## src/design/cmc_pkg.sv

```systemverilog
// Package for the CAN mode and configuration block: register indices, field layouts and timing counts.
// Assumes a 125 MHz module clock and an APB bus with 32-bit data, one register per aligned word.
package cmc_pkg;

  // Register indices; the byte address on APB is four times the index.
  localparam logic [7:0] IDX_CONTROL_0      = 8'h00;
  localparam logic [7:0] IDX_CONTROL_1      = 8'h01;
  localparam logic [7:0] IDX_BUS_TIMING_0   = 8'h02;
  localparam logic [7:0] IDX_BUS_TIMING_1   = 8'h03;
  localparam logic [7:0] IDX_STATUS         = 8'h04;
  localparam logic [7:0] IDX_ACC_CONTROL    = 8'h0B;
  localparam logic [7:0] IDX_ACC_CODE_BASE  = 8'h10;
  localparam logic [7:0] IDX_ACC_MASK_BASE  = 8'h18;
  localparam logic [7:0] IDX_ACC_GROUP_MASK = 8'hF8;

  localparam int unsigned ADDR_W = 12;
  localparam int unsigned IDX_LSB = 2;

  // Control register 0 bit positions.
  localparam int unsigned CTL0_INIT_REQUEST_BIT  = 0;
  localparam int unsigned CTL0_SLEEP_REQUEST_BIT = 1;
  localparam int unsigned CTL0_WAKE_ENABLE_BIT   = 2;
  localparam int unsigned CTL0_RECOVER_BIT       = 3;

  // Bus timing register 0 fields.
  localparam int unsigned BTR0_SJW_LSB = 6;
  localparam int unsigned BTR0_BRP_LSB = 0;

  // Status register bit positions.
  localparam int unsigned STAT_INIT_ACTIVE_BIT  = 0;
  localparam int unsigned STAT_SLEEP_ACTIVE_BIT = 1;
  localparam int unsigned STAT_TX_ALLOWED_BIT   = 2;
  localparam int unsigned STAT_FREEZE_BIT       = 3;
  localparam int unsigned STAT_WAKE_COUNT_BIT   = 4;

  localparam logic [7:0] BTR_RESET  = 8'h00;
  localparam logic [7:0] ACC_RESET  = 8'h00;

  // Wake filter time and the clock period it is counted in; a least time rounds up.
  localparam int unsigned WAKE_FILTER_TIME_NS = 2000;
  localparam int unsigned CLK_PERIOD_NS       = 8;
  localparam int unsigned WAKE_FILTER_CYCLES  = (WAKE_FILTER_TIME_NS + CLK_PERIOD_NS - 1) / CLK_PERIOD_NS;
  localparam logic [15:0] WAKE_FILTER_LAST    = 16'(WAKE_FILTER_CYCLES - 1);

  // Control register 1 layout, bit 7 first.
  typedef struct packed {
    logic module_enable;
    logic clock_source_select;
    logic self_loop_test;
    logic monitor_only;
    logic busoff_recovery_policy;
    logic wake_filter_select;
    logic sleep_acknowledge;
    logic init_acknowledge;
  } cmc_control_1_t;

  localparam cmc_control_1_t CTL1_RESET = cmc_control_1_t'(8'h01);

  // Bus timing register 0 layout.
  typedef struct packed {
    logic [1:0] sync_jump_width;
    logic [5:0] baud_prescaler;
  } cmc_bus_timing_0_t;

  // Whole state of the main module.
  typedef struct packed {
    logic                   init_request;
    logic                   sleep_request;
    logic                   wake_enable;
    cmc_control_1_t         ctl1;
    logic                   enable_locked;
    cmc_bus_timing_0_t      btr0;
    logic [7:0]             btr1;
    logic [7:0]             acc_control;
    logic [7:0][7:0]        acc_code;
    logic [7:0][7:0]        acc_mask;
    logic [15:0]            wake_cnt;
    logic                   pready;
    logic                   pslverr;
    logic [31:0]            prdata;
    logic                   tx_pin;
    logic                   rx_bit;
    logic                   tx_allowed;
    logic                   cnt_freeze;
    logic                   abort;
    logic                   tx_evt;
    logic                   rx_evt;
    logic                   recover;
    logic [2:0]             sjw_tq;
    logic                   busoff_auto;
  } cmc_state_t;

  // State of the time-quantum generator.
  typedef struct packed {
    logic [5:0] cnt;
    logic       tick;
  } cmc_tq_state_t;

endpackage

```

## src/design/cmc_mode_config.sv

```systemverilog
// Mode and configuration control of a CAN controller, reached over APB.
// Assumes a protocol engine beside it that sends its bit stream and frame events here and takes
// the gated receive bit, transmit permission and counter freeze back; CAN pins are synchronous.
`timescale 1ns/10ps

module cmc_mode_config (
  input  wire logic        CLK_IN,              // Module clock, 125 MHz.
  input  wire logic        RST_B_IN,            // Asynchronous reset, active low.
  input  wire logic        PSEL_IN,             // APB select.
  input  wire logic        PENABLE_IN,          // APB enable.
  input  wire logic        PWRITE_IN,           // APB direction, high for write.
  input  wire logic [11:0] PADDR_IN,            // APB byte address.
  input  wire logic [31:0] PWDATA_IN,           // APB write data.
  output logic      [31:0] PRDATA_OUT,          // APB read data.
  output logic             PREADY_OUT,          // APB ready.
  output logic             PSLVERR_OUT,         // APB error for unmapped addresses.
  input  wire logic        RECEIVE_PIN_IN,      // CAN receive pin, low is dominant.
  output logic             TRANSMIT_PIN_OUT,    // CAN transmit pin, low is dominant.
  input  wire logic        ENG_TX_BIT_IN,       // Bit the engine wants to send.
  input  wire logic        ENG_ACK_SLOT_IN,     // Engine is in the acknowledge slot.
  input  wire logic        ENG_ERR_FRAME_IN,    // Engine is sending an error frame or acknowledge bit.
  input  wire logic        ENG_RX_BUSY_IN,      // Engine is receiving a frame.
  input  wire logic        ENG_TXBUF_EMPTY_IN,  // All transmit buffers are empty.
  input  wire logic        ENG_TX_DONE_IN,      // Pulse: engine finished sending a frame.
  input  wire logic        ENG_RX_DONE_IN,      // Pulse: engine received a frame.
  output logic             ENG_RX_BIT_OUT,      // Receive bit handed to the engine.
  output logic             TX_ALLOWED_OUT,      // Engine may start a transmission.
  output logic             CNT_FREEZE_OUT,      // Error counters must hold.
  output logic             ABORT_OUT,           // Abort traffic and drop synchronization.
  output logic             TX_EVT_OUT,          // Pulse: transmit interrupt event.
  output logic             RX_EVT_OUT,          // Pulse: receive interrupt event.
  output logic             BUSOFF_AUTO_OUT,     // High for automatic bus-off recovery.
  output logic             RECOVER_REQ_OUT,     // Pulse: software bus-off recovery request.
  output logic             CLK_SRC_SEL_OUT,     // Clock source: 0 oscillator, 1 bus clock.
  output logic             MODULE_ENABLE_OUT,   // Controller enabled.
  output logic             TQ_TICK_OUT,         // Pulse per time quantum.
  output logic      [2:0]  SJW_TQ_OUT           // Sync jump width in time quanta, 1 to 4.
);

  cmc_pkg::cmc_state_t s_q;
  cmc_pkg::cmc_state_t s_d;

  logic [7:0] idx;
  logic [2:0] sub;
  logic       setup_phase;
  logic       wr_commit;
  logic       init_active;
  logic       sleep_active;
  logic       dominant;
  logic       wake_hit;
  logic       mapped;
  logic [7:0] rd_byte;
  logic [7:0] wb;

  assign idx          = PADDR_IN[9:2];
  assign sub          = PADDR_IN[4:2];
  assign setup_phase  = PSEL_IN & !PENABLE_IN;
  // A write lands in the access cycle, when the registered ready is already high.
  assign wr_commit    = PSEL_IN & PENABLE_IN & s_q.pready & PWRITE_IN;
  assign wb           = PWDATA_IN[7:0];
  assign init_active  = s_q.init_request & s_q.ctl1.init_acknowledge;
  assign sleep_active = s_q.sleep_request & s_q.ctl1.sleep_acknowledge;
  assign dominant     = !RECEIVE_PIN_IN;

  always_comb begin
    if (s_q.ctl1.wake_filter_select) begin
      wake_hit = dominant && (s_q.wake_cnt >= cmc_pkg::WAKE_FILTER_LAST);
    end else begin
      wake_hit = dominant;
    end
  end

  // Read decode, evaluated in the setup phase so the answer is ready for the access phase.
  // The acceptance groups use a masked compare, so eight entries share one branch.
  always_comb begin
    mapped  = 1'b1;
    rd_byte = 8'h00;
    if ((idx & cmc_pkg::IDX_ACC_GROUP_MASK) == cmc_pkg::IDX_ACC_CODE_BASE) begin
      rd_byte = s_q.acc_code[sub];
    end else if ((idx & cmc_pkg::IDX_ACC_GROUP_MASK) == cmc_pkg::IDX_ACC_MASK_BASE) begin
      rd_byte = s_q.acc_mask[sub];
    end else begin
      case (idx)
        cmc_pkg::IDX_CONTROL_0: begin
          rd_byte[cmc_pkg::CTL0_INIT_REQUEST_BIT]  = s_q.init_request;
          rd_byte[cmc_pkg::CTL0_SLEEP_REQUEST_BIT] = s_q.sleep_request;
          rd_byte[cmc_pkg::CTL0_WAKE_ENABLE_BIT]   = s_q.wake_enable;
        end
        cmc_pkg::IDX_CONTROL_1:    rd_byte = s_q.ctl1;
        cmc_pkg::IDX_BUS_TIMING_0: rd_byte = s_q.btr0;
        cmc_pkg::IDX_BUS_TIMING_1: rd_byte = s_q.btr1;
        cmc_pkg::IDX_ACC_CONTROL:  rd_byte = s_q.acc_control;
        cmc_pkg::IDX_STATUS: begin
          rd_byte[cmc_pkg::STAT_INIT_ACTIVE_BIT]  = init_active;
          rd_byte[cmc_pkg::STAT_SLEEP_ACTIVE_BIT] = sleep_active;
          rd_byte[cmc_pkg::STAT_TX_ALLOWED_BIT]   = s_q.tx_allowed;
          rd_byte[cmc_pkg::STAT_FREEZE_BIT]       = s_q.cnt_freeze;
          rd_byte[cmc_pkg::STAT_WAKE_COUNT_BIT]   = |s_q.wake_cnt;
        end
        default: mapped = 1'b0;
      endcase
    end
  end

  always_comb begin
    s_d = s_q;

    // APB answers with one wait-free access phase after every setup phase.
    s_d.pready = setup_phase;
    if (setup_phase) begin
      s_d.prdata  = {24'h000000, rd_byte};
      s_d.pslverr = !mapped;
    end

    s_d.recover = 1'b0;

    // Software writes. The handshake bits can be cleared only after the controller acknowledged them.
    if (wr_commit && mapped) begin
      if (idx == cmc_pkg::IDX_CONTROL_0) begin
        s_d.init_request  = wb[cmc_pkg::CTL0_INIT_REQUEST_BIT] |
                            (s_q.init_request & !s_q.ctl1.init_acknowledge);
        s_d.sleep_request = wb[cmc_pkg::CTL0_SLEEP_REQUEST_BIT] |
                            (s_q.sleep_request & !s_q.ctl1.sleep_acknowledge);
        s_d.wake_enable   = wb[cmc_pkg::CTL0_WAKE_ENABLE_BIT];
        s_d.recover       = wb[cmc_pkg::CTL0_RECOVER_BIT] & s_q.ctl1.busoff_recovery_policy;
      end
      if (init_active) begin
        if (idx == cmc_pkg::IDX_CONTROL_1) begin
          // enable written once
          // The first accepted write takes the lock whatever its value, so a stray later write
          // cannot switch the controller off.
          if (!s_q.enable_locked) begin
            s_d.ctl1.module_enable = wb[7];
            s_d.enable_locked      = 1'b1;
          end
          s_d.ctl1.clock_source_select    = wb[6];
          s_d.ctl1.self_loop_test         = wb[5];
          s_d.ctl1.monitor_only           = wb[4];
          s_d.ctl1.busoff_recovery_policy = wb[3];
          s_d.ctl1.wake_filter_select     = wb[2];
        end
        if (idx == cmc_pkg::IDX_BUS_TIMING_0) begin
          s_d.btr0 = wb;
        end
        if (idx == cmc_pkg::IDX_BUS_TIMING_1) begin
          s_d.btr1 = wb;
        end
        if (idx == cmc_pkg::IDX_ACC_CONTROL) begin
          s_d.acc_control = wb;
        end
        if ((idx & cmc_pkg::IDX_ACC_GROUP_MASK) == cmc_pkg::IDX_ACC_CODE_BASE) begin
          s_d.acc_code[sub] = wb;
        end
        if ((idx & cmc_pkg::IDX_ACC_GROUP_MASK) == cmc_pkg::IDX_ACC_MASK_BASE) begin
          s_d.acc_mask[sub] = wb;
        end
      end
    end

    s_d.ctl1.init_acknowledge = s_d.init_request;

    // enter sleep only when idle
    // Waiting for an idle bus means no frame in flight is ever cut short by sleep.
    if (!s_d.sleep_request) begin
      s_d.ctl1.sleep_acknowledge = 1'b0;
    end else if (!ENG_RX_BUSY_IN && ENG_TXBUF_EMPTY_IN) begin
      s_d.ctl1.sleep_acknowledge = 1'b1;
    end

    // Wake filter counts consecutive dominant cycles while asleep.
    // It drops back to zero at 16'hFFFF rather than saturating, so a very long dominant level restarts the count.
    if (sleep_active && dominant && s_q.wake_cnt != 16'hFFFF) begin
      s_d.wake_cnt = s_q.wake_cnt + 16'h0001;
    end else begin
      s_d.wake_cnt = 16'h0000;
    end

    if (sleep_active && s_q.wake_enable && wake_hit) begin
      s_d.ctl1.sleep_acknowledge = 1'b0;
      s_d.sleep_request          = 1'b0;
      s_d.wake_cnt               = 16'h0000;
    end

    if (s_q.ctl1.self_loop_test) begin
      s_d.rx_bit = ENG_ACK_SLOT_IN ? 1'b0 : ENG_TX_BIT_IN;
    end else begin
      s_d.rx_bit = RECEIVE_PIN_IN;
    end

    // monitor-only sends no acknowledge or error
    // init forces the pin recessive
    // The engine's acknowledge and error bits travel in the same stream, so masking the stream
    // here keeps them off the bus as well.
    s_d.tx_pin = ENG_TX_BIT_IN | !s_q.ctl1.module_enable | s_q.init_request | sleep_active |
                 s_q.ctl1.self_loop_test | s_q.ctl1.monitor_only;

    // monitor-only blocks transmit start
    // Permission drops one cycle after init is requested and acknowledged, so a new frame can still start in that one cycle.
    s_d.tx_allowed = s_q.ctl1.module_enable & !s_q.init_request & !sleep_active & !s_q.ctl1.monitor_only;

    s_d.cnt_freeze = s_q.ctl1.monitor_only;

    s_d.abort = s_q.init_request;

    s_d.tx_evt = ENG_TX_DONE_IN;
    s_d.rx_evt = ENG_RX_DONE_IN | (ENG_TX_DONE_IN & s_q.ctl1.self_loop_test);

    s_d.sjw_tq = {1'b0, s_q.btr0.sync_jump_width} + 3'h1;

    // automatic recovery flag, registered so the port comes from a flop.
    s_d.busoff_auto = !s_d.ctl1.busoff_recovery_policy;
  end

  always_ff @(posedge CLK_IN or negedge RST_B_IN) begin
    if (!RST_B_IN) begin
      // Reset is init mode with the pin recessive, so nothing reaches the bus before the
      // timing is set.
      s_q              <= '0;
      s_q.init_request <= 1'b1;
      s_q.ctl1         <= cmc_pkg::CTL1_RESET;
      s_q.tx_pin       <= 1'b1;
      s_q.rx_bit       <= 1'b1;
      s_q.abort        <= 1'b1;
      s_q.sjw_tq       <= 3'h1;
      s_q.busoff_auto  <= 1'b1;
    end else begin
      s_q <= s_d;
    end
  end

  cmc_tq_gen u_tq_gen (
    .clk_in      (CLK_IN),
    .rst_b_in    (RST_B_IN),
    .run_in      (s_q.ctl1.module_enable & !s_q.init_request & !sleep_active),
    .prescale_in (s_q.btr0.baud_prescaler),
    .tq_tick_out (TQ_TICK_OUT)
  );

  // Every output is a register bit; only wiring stands between the state and the ports.
  assign PRDATA_OUT        = s_q.prdata;
  assign PREADY_OUT        = s_q.pready;
  assign PSLVERR_OUT       = s_q.pslverr;
  assign TRANSMIT_PIN_OUT  = s_q.tx_pin;
  assign ENG_RX_BIT_OUT    = s_q.rx_bit;
  assign TX_ALLOWED_OUT    = s_q.tx_allowed;
  assign CNT_FREEZE_OUT    = s_q.cnt_freeze;
  assign ABORT_OUT         = s_q.abort;
  assign TX_EVT_OUT        = s_q.tx_evt;
  assign RX_EVT_OUT        = s_q.rx_evt;
  assign BUSOFF_AUTO_OUT   = s_q.busoff_auto;
  assign RECOVER_REQ_OUT   = s_q.recover;
  assign CLK_SRC_SEL_OUT   = s_q.ctl1.clock_source_select;
  assign MODULE_ENABLE_OUT = s_q.ctl1.module_enable;
  assign SJW_TQ_OUT        = s_q.sjw_tq;

endmodule

```

## src/design/cmc_tq_gen.sv

```systemverilog
// Time-quantum tick generator: divides the module clock by the prescaler field plus one.
// Assumes the prescale value is stable while enabled; it changes only in initialization mode.
`timescale 1ns/10ps
module cmc_tq_gen (
  input  wire logic       clk_in,        // Module clock.
  input  wire logic       rst_b_in,      // Asynchronous reset, active low.
  input  wire logic       run_in,        // High while the tick may run.
  input  wire logic [5:0] prescale_in,   // Prescaler field value.
  output logic            tq_tick_out    // One-cycle pulse per time quantum.
);

  cmc_pkg::cmc_tq_state_t s_q;
  cmc_pkg::cmc_tq_state_t s_d;

  always_comb begin
    s_d      = s_q;
    s_d.tick = 1'b0;
    if (!run_in) begin
      s_d.cnt = 6'h00;
    end else if (s_q.cnt >= prescale_in) begin
      s_d.cnt  = 6'h00;
      s_d.tick = 1'b1;
    end else begin
      s_d.cnt = s_q.cnt + 6'h01;
    end
  end

  always_ff @(posedge clk_in or negedge rst_b_in) begin
    if (!rst_b_in) begin
      s_q <= '0;
    end else begin
      s_q <= s_d;
    end
  end

  assign tq_tick_out = s_q.tick;

endmodule

```

## config.mk

```make
export PLATFORM = sky130hd
export DESIGN_NAME = cmc_mode_config
export DESIGN_NICKNAME = d
export VERILOG_FILES = /design/src/design/cmc_pkg.sv /design/src/design/cmc_mode_config.sv /design/src/design/cmc_tq_gen.sv
export SDC_FILE = /design/constraint.sdc
export NUM_CORES = 1
export LEC_CHECK = 0
export ABC_AREA = 1
export BUFFER_PORTS_ARGS = -buffer_cell sky130_fd_sc_hd__buf_2
export CORE_UTILIZATION = 59
export CTS_BUF_LIST = sky130_fd_sc_hd__clkbuf_16
export DETAILED_ROUTE_END_ITERATION = 16
export PLACE_DENSITY = 0.76
export SETUP_SLACK_MARGIN = 0.4
export SLEW_MARGIN = 40
export SYNTH_ARGS = -nofsm -noshare
export SYNTH_HDL_FRONTEND = slang
export SYNTH_SLANG_ARGS = --single-unit
```

## constraint.sdc

```tcl
create_clock -name CLK_IN -period 3.6 [get_ports CLK_IN]
set_input_delay 0.18 -clock CLK_IN [delete_from_list [all_inputs] [get_ports CLK_IN]]
set_output_delay 0.18 -clock CLK_IN [all_outputs]
set_load 0.02 [all_outputs]
```

### Word level (Yosys, flattened, before mapping)

Index checks and enable logic that the tools add are counted.

* register bits: 208
* latch bits: 0
* memory bits (writable): 0
* ROM bits: 0
* input port bits: 57
* logic and storage cells: 147
* memories: 0

* $add $sub $neg: 3
* multipliers: 0
* div/mod/pow operators: 0
* magnitude comparators: 4
* eq/ne operators: 9
* shifts and indexed selects: 0
* multiplexer cells: 36
* bitwise logic cells: 19
* reduce and logical (&&, ||, !) cells: 29

Operators by type and width (count)
* bitwise mux 64 bit: 2
* binary-select mux 8 bit (select 3 bit): 2
* 2-to-1 mux 8 bit: 6
* 2-to-1 mux 16 bit: 2
* demux 8 bit (select 3 bit): 1
* 2-to-1 mux 6 bit: 4
* one-hot mux 3 bit (6 select lines): 1
* AND reduction 3 bit: 6
* adder 16 x 1 -> 16 bit (second input constant): 1
* equality test 8 x 2 -> 1 bit (second input constant): 2
* >= comparator 16 x 8 -> 1 bit (second input constant): 1
* inequality test 16 bit (second input constant): 1
* OR reduction 16 bit: 1
* 2-to-1 mux 1 bit: 15
* one-hot mux 3 bit (4 select lines): 1
* bitwise AND 1 bit: 11
* equality test 5 x 2 -> 1 bit (second input constant): 2
* logical NOT 1 bit: 10
* one-hot mux 2 bit (5 select lines): 1
* equality test 8 x 1 -> 1 bit (second input constant): 1
* equality test 8 x 3 -> 1 bit (second input constant): 1
* equality test 8 x 4 -> 1 bit (second input constant): 1
* logical AND 1 bit: 8
* logical NOT 8 bit: 1
* 12 further kinds: 18

### Depth between registers and ports, before layout

* depth after elaboration: 9
* mapped depth: 14

### Cells and area by module

Synthesis repeated with hierarchy kept, for this count alone.

* cells, all modules: 1500
* area, all modules: 11263.3 um^2

Modules (own cells, without submodules)
* cmc_mode_config: instances 1, cells an instance 1442, area each 10794.1 um^2
* cmc_tq_gen: instances 1, cells an instance 58, area each 469.2 um^2

### Worst setup path before layout

Ideal clock, no wire load.

* kind: register -> register
* start: register s_q[215] in the netlist's numbering
* end: register s_q[133] in the netlist's numbering
* setup time: 0.066 ns
* arrival time: 1.635 ns
* path slack: 1.899 ns
* stages on the path, launching flop included: 8
* path buffers: 3
* clock period less this slack: 1.701 ns
* cells stage by stage: dfstp_2 > buf_2 > inv_2 > nor2_8 > buf_2 > buf_2 > nand4_1 > nand2_1

* longest elaborated chain between the ends: 1

RTL lines
* from (decl): RTL line cmc_mode_config.sv:40 `cmc_pkg::cmc_state_t s_q;`
* AND reduction 3 bit (no line)

Every way passes these cells.
A chain may end at the register's enable or synchronous reset.

### Worst setup path after layout

* start: input port PADDR_IN[2]
* end: register s_q (netlist bit PRDATA_OUT[0])

* longest elaborated chain between the ends: 4
* elaborated cells on any way between the ends: 13
* those cells by class: eq/ne: 5; mux: 7; reduce/logical: 1

RTL lines
* from (decl): RTL line cmc_mode_config.sv:12 `input wire logic [11:0] PADDR_IN,`
* equality test 8 x 3 -> 1 bit (tied with other cells): RTL line cmc_mode_config.sv:83 `case (idx)`
* one-hot mux 3 bit (6 select lines) or 2-to-1 mux 8 bit (tied branches): RTL line cmc_mode_config.sv:83, cmc_mode_config.sv:81
* 2-to-1 mux 8 bit: RTL line cmc_mode_config.sv:80 `end else if ((idx & cmc_pkg::IDX_ACC_GROUP_MASK) == cmc_pkg::IDX_ACC_MASK_BASE) begin`
* 2-to-1 mux 8 bit (*): RTL line cmc_mode_config.sv:78 `if ((idx & cmc_pkg::IDX_ACC_GROUP_MASK) == cmc_pkg::IDX_ACC_CODE_BASE) begin`

Mark *: on every way between the ends. The rest lies on a longest branch, timed or not. The select of a mux whose other input is x is not followed.

==> summary.md <==
| Metric | Value |
|---|---|
| Initial antenna violation count | 1 |
| Number of port buffers | 52 |
| Reg2Reg Setup Slack | 1.45 ns |
| Power per standard cell area | 395 nW/um2 |
| # DRC | 0 |
| Critical path type | input pin to flip-flop |
| Grt total ovfl | 0 |
| Crit path max fanout | 24 |
| Via count | 10134 |
| CP max stage cell | clkinv_1 |
| Sink Count | 208 |
| Peak supply drop | 389 uV |
| Met2 Usage GRT | 0.503 |
| Met1 usage | 0.449 |
| Die area | just under 20000 um2 |
| CP dominant cell by count | nand2_1 |
| Num CTS Buffers | 24 |
| Setup ws final | 1.45 ns |
| Hold endpoint | s_q[47]$_DFF_PN0_ |
| Placer Congestion | 0.907 |
| Die width | 140 um |
| Worst Tran Pin Value | between 0.7 and 0.8 ns |
| Synth warn | 0 |
| Reg2reg start | s_q[215]$_DFFE_PN1P_ |
| Post-DP HPWL | around 20 mm |
| Synth top area cells | dfrtp_1 (45%), nand2_1 (20%), nand4_1 (8.0%) |
| Worst endpoint required time | 4.02 ns |
| Most frequent cells in the layout | nand2_1 (612), dfrtp_1 (202), nand4_1 (144), nor2_1 (108), nand3_1 (86) |
| WHS Path Cells | 6 |
| Setup TNS | 0 ns |
| Critical Path, Cell by Cell | buf_2 > inv_2 > nand3_4 > clkinv_1 > nand2_1 > nand2_1 > nor2_1 > nand4_1 > nand3_1 > nand2_1 |
| Post-route ant nets | 0 |
| Post-CTS setup buffers | 0 |
| CTS tree | done |
| Final slew viol count | 0 |
| RSZ-0062 raised after global routing | no |
| Vias in the first global route | around 9500 |
| Setup Skew | 0.0278 ns |
| Layout Nets | between 1500 and 2000 |
| Final Cycle Share | 0.598 |
| Max-capacitance violation count | 0 |
| GR Util All Layers | 0.321 |
| Cells on worst reg2reg path | 6 |
| Critical Path Start Type | input pin |
| FMAX | ~460 MHz |
| Final min period | 2.15 ns |
| Register bit total from synthesis | 208 |
| Syn Inst Count | 1471 |
| Root Driver | clkbuf_16 |
| Final wirelength | ~31 mm |
| Mapped Area | around 11000 um2 |
| Top cell type's share of synthesized area | 0.448 |
| # rows | 50 |
| Pin count of the biggest net entering global routing | 70 |
| Setup Viol. Count Final | 0 |
| Initial DRC count | ~1100 |
| H-tree depth | 1 |
| Fin util | 0.655 |
| Worst slack at placement | 1.19 ns |
| Distinct cell type count after synthesis | 37 |
| Syn_area_per_cell | 7.68 um2 |
| Relative slew margins | 0.464 |
| Layout cells sized above 1 | 0.102 |
| CP Data Arrival Time | 2.57 ns |
| # IOs | 106 |
| Gr busiest metal | met2 |
| Met3 usage | 0.0568 |
| Sequential area share after synthesis | 0.462 |
| Overall power | 4840 uW |
| Clock transition at path regs | 0.06 ns |
| CP max stage delay | between 0.6 and 0.7 ns |
| Max Root-Sink Buffers | 3 |
| Beginning of the worst hold path | RECEIVE_PIN_IN |
| First-pass GRT wire length | 49.7 mm |
| Worst-skew pair later-pin latency | 0.53 ns |
| Leakage | 0.00661 uW |
| Die height | 140 um |
| Initial Util | 0.604 |
| Routed wire length per instance | 17.7 um |
| Yosys top cell by area | dfrtp_1 |
| FF-to-FF End | s_q[81]$_DFFE_PN0P_ |
| Antenna diode count | 0 |
| Core ar. | 18700 um2 |
| Vias per cell | 5.81 |
| Status | complete, no violations |
| Fin. Hold Viols | 0 |
| DR pass1 iterations | 5 |
| Hold Path Class | input pin to flip-flop |
| CP Capture Type | flip-flop |
| Most common cell after layout, fill and taps aside | nand2_1 |
| Area delta synth->final | 8.56% |
## cells in the mapped netlist
library cell	instances
nor2_2	7
nor3b_1	5
xor2_1	10
a22oi_1	1
xnor2_1	4
o22ai_1	1
clkbuf_1	17
nand3_1	86
ha_1	12
o21bai_1	1
o21a_1	2
nor2_1	109
conb_1	1
dfrtp_1	202
nand3_4	11
nand2_1	612
o211ai_1	2
nor2_4	2
inv_2	5
nor2_8	3
a31oi_1	1
nand3_2	4
dfstp_2	6
buf_4	46
buf_2	40
o21ai_0	11
nand4_1	144
a21oi_1	20
buf_6	12
nand4_2	1
nor3_1	8
a21o_1	1
nand2_2	2
inv_1	74
clkinv_1	4
buf_8	1
buf_1	3
## critical path, delay by kind of cell
| kind | cells | cell delay, ns |
|---|---|---|
| buffers and inverters | 3 | 1.20 |
| AND/OR/NAND/NOR | 7 | 1.17 |
## cells by family (layout without fill, tap and decap cells)
family          count (synthesis)  after routing  share of synthesized area
other cells                     1             24                   0.000332
flops                         208            208                      0.462
xor+xnor                       14             14                     0.0109
compound gates                 40             40                     0.0195
fa+ha+maj                      12             12                     0.0133
buf+inv                       202            218                     0.0959
simple gates                  994            994                      0.398
## stage by stage
| stage | cells | cell area, um2 | hold WS [ns] |
|---|---|---|---|
| 2_1_floorplan | 1494 | 11400 | -0.116 |
| 3_3_place_gp | 1692 | 11500 | 0.178 |
| 3_5_place_dp | 1692 | 11500 | 0.171 |
| 4_1_cts | 1744 | 12300 | 0.0737 |
| 5_1_grt | 1744 | 12300 | 0.128 |
| 6_report | 1744 | 12300 | 0.0784 |
## worst max path at each step
stage                               startpoint                        end  slack (ns)  depth (start not counted)
after global placement             PADDR_IN[2]        s_q[81]$_DFFE_PN0P_        1.21                         13
final                              PADDR_IN[2]  PRDATA_OUT[0]$_DFFE_PN0P_        1.45                         10
after floorplan           s_q[215]$_DFFE_PN1P_       s_q[133]$_DFFE_PN0P_        1.90                          7
after detailed placement           PADDR_IN[2]        s_q[84]$_DFFE_PN0P_        1.19                         13
after CTS                 s_q[215]$_DFFE_PN1P_        s_q[81]$_DFFE_PN0P_        1.47                          6
after global routing      s_q[215]$_DFFE_PN1P_        s_q[86]$_DFFE_PN0P_        1.33                          6
## layout make-up
type	count	area [um2]
Timing Repair Buffer	93	666
Sequential cell	208	5210
Clock inverter	18	88.8
Clock buffer	24	601
Inverter	83	312
Multi-Input combinational cell	1084	5080
Fill cell	1590	6450
Tap cell	234	293
## where the power goes
part           internal [uW]  switching [uW]  total, uW
logic                   59.7             245        305
clock network           1210             977       2180
registers               2350            6.99       2360
total                   3610            1230       4840
## routing by layer
metal	share of wire	vias up
met3	0.091	85
met2	0.45	498
met4	0.034	2
met5	0.00042	-
li1	-	4758
met1	0.42	4791
## sequential cells by signal (all words and copies together), names as in the netlist
name,cells
s_q,176
PRDATA_OUT,8
u_tq_gen.s_q,6
SJW_TQ_OUT,3
ABORT_OUT,1
BUSOFF_AUTO_OUT,1
CLK_SRC_SEL_OUT,1
CNT_FREEZE_OUT,1
ENG_RX_BIT_OUT,1
MODULE_ENABLE_OUT,1
PREADY_OUT,1
PSLVERR_OUT,1
RECOVER_REQ_OUT,1
RX_EVT_OUT,1
TRANSMIT_PIN_OUT,1
TX_ALLOWED_OUT,1
TX_EVT_OUT,1
s_d,1
u_tq_gen.tq_tick_out,1
## what timing repair did
| action | in CTS | in global routing |
|---|---|---|
| hold buffers | 10 | 0 |
| hold endpoints to repair | 72 | 0 |
| gates resized for setup | 0 | 0 |
Note: power is estimated with default switching activity, not from simulation.
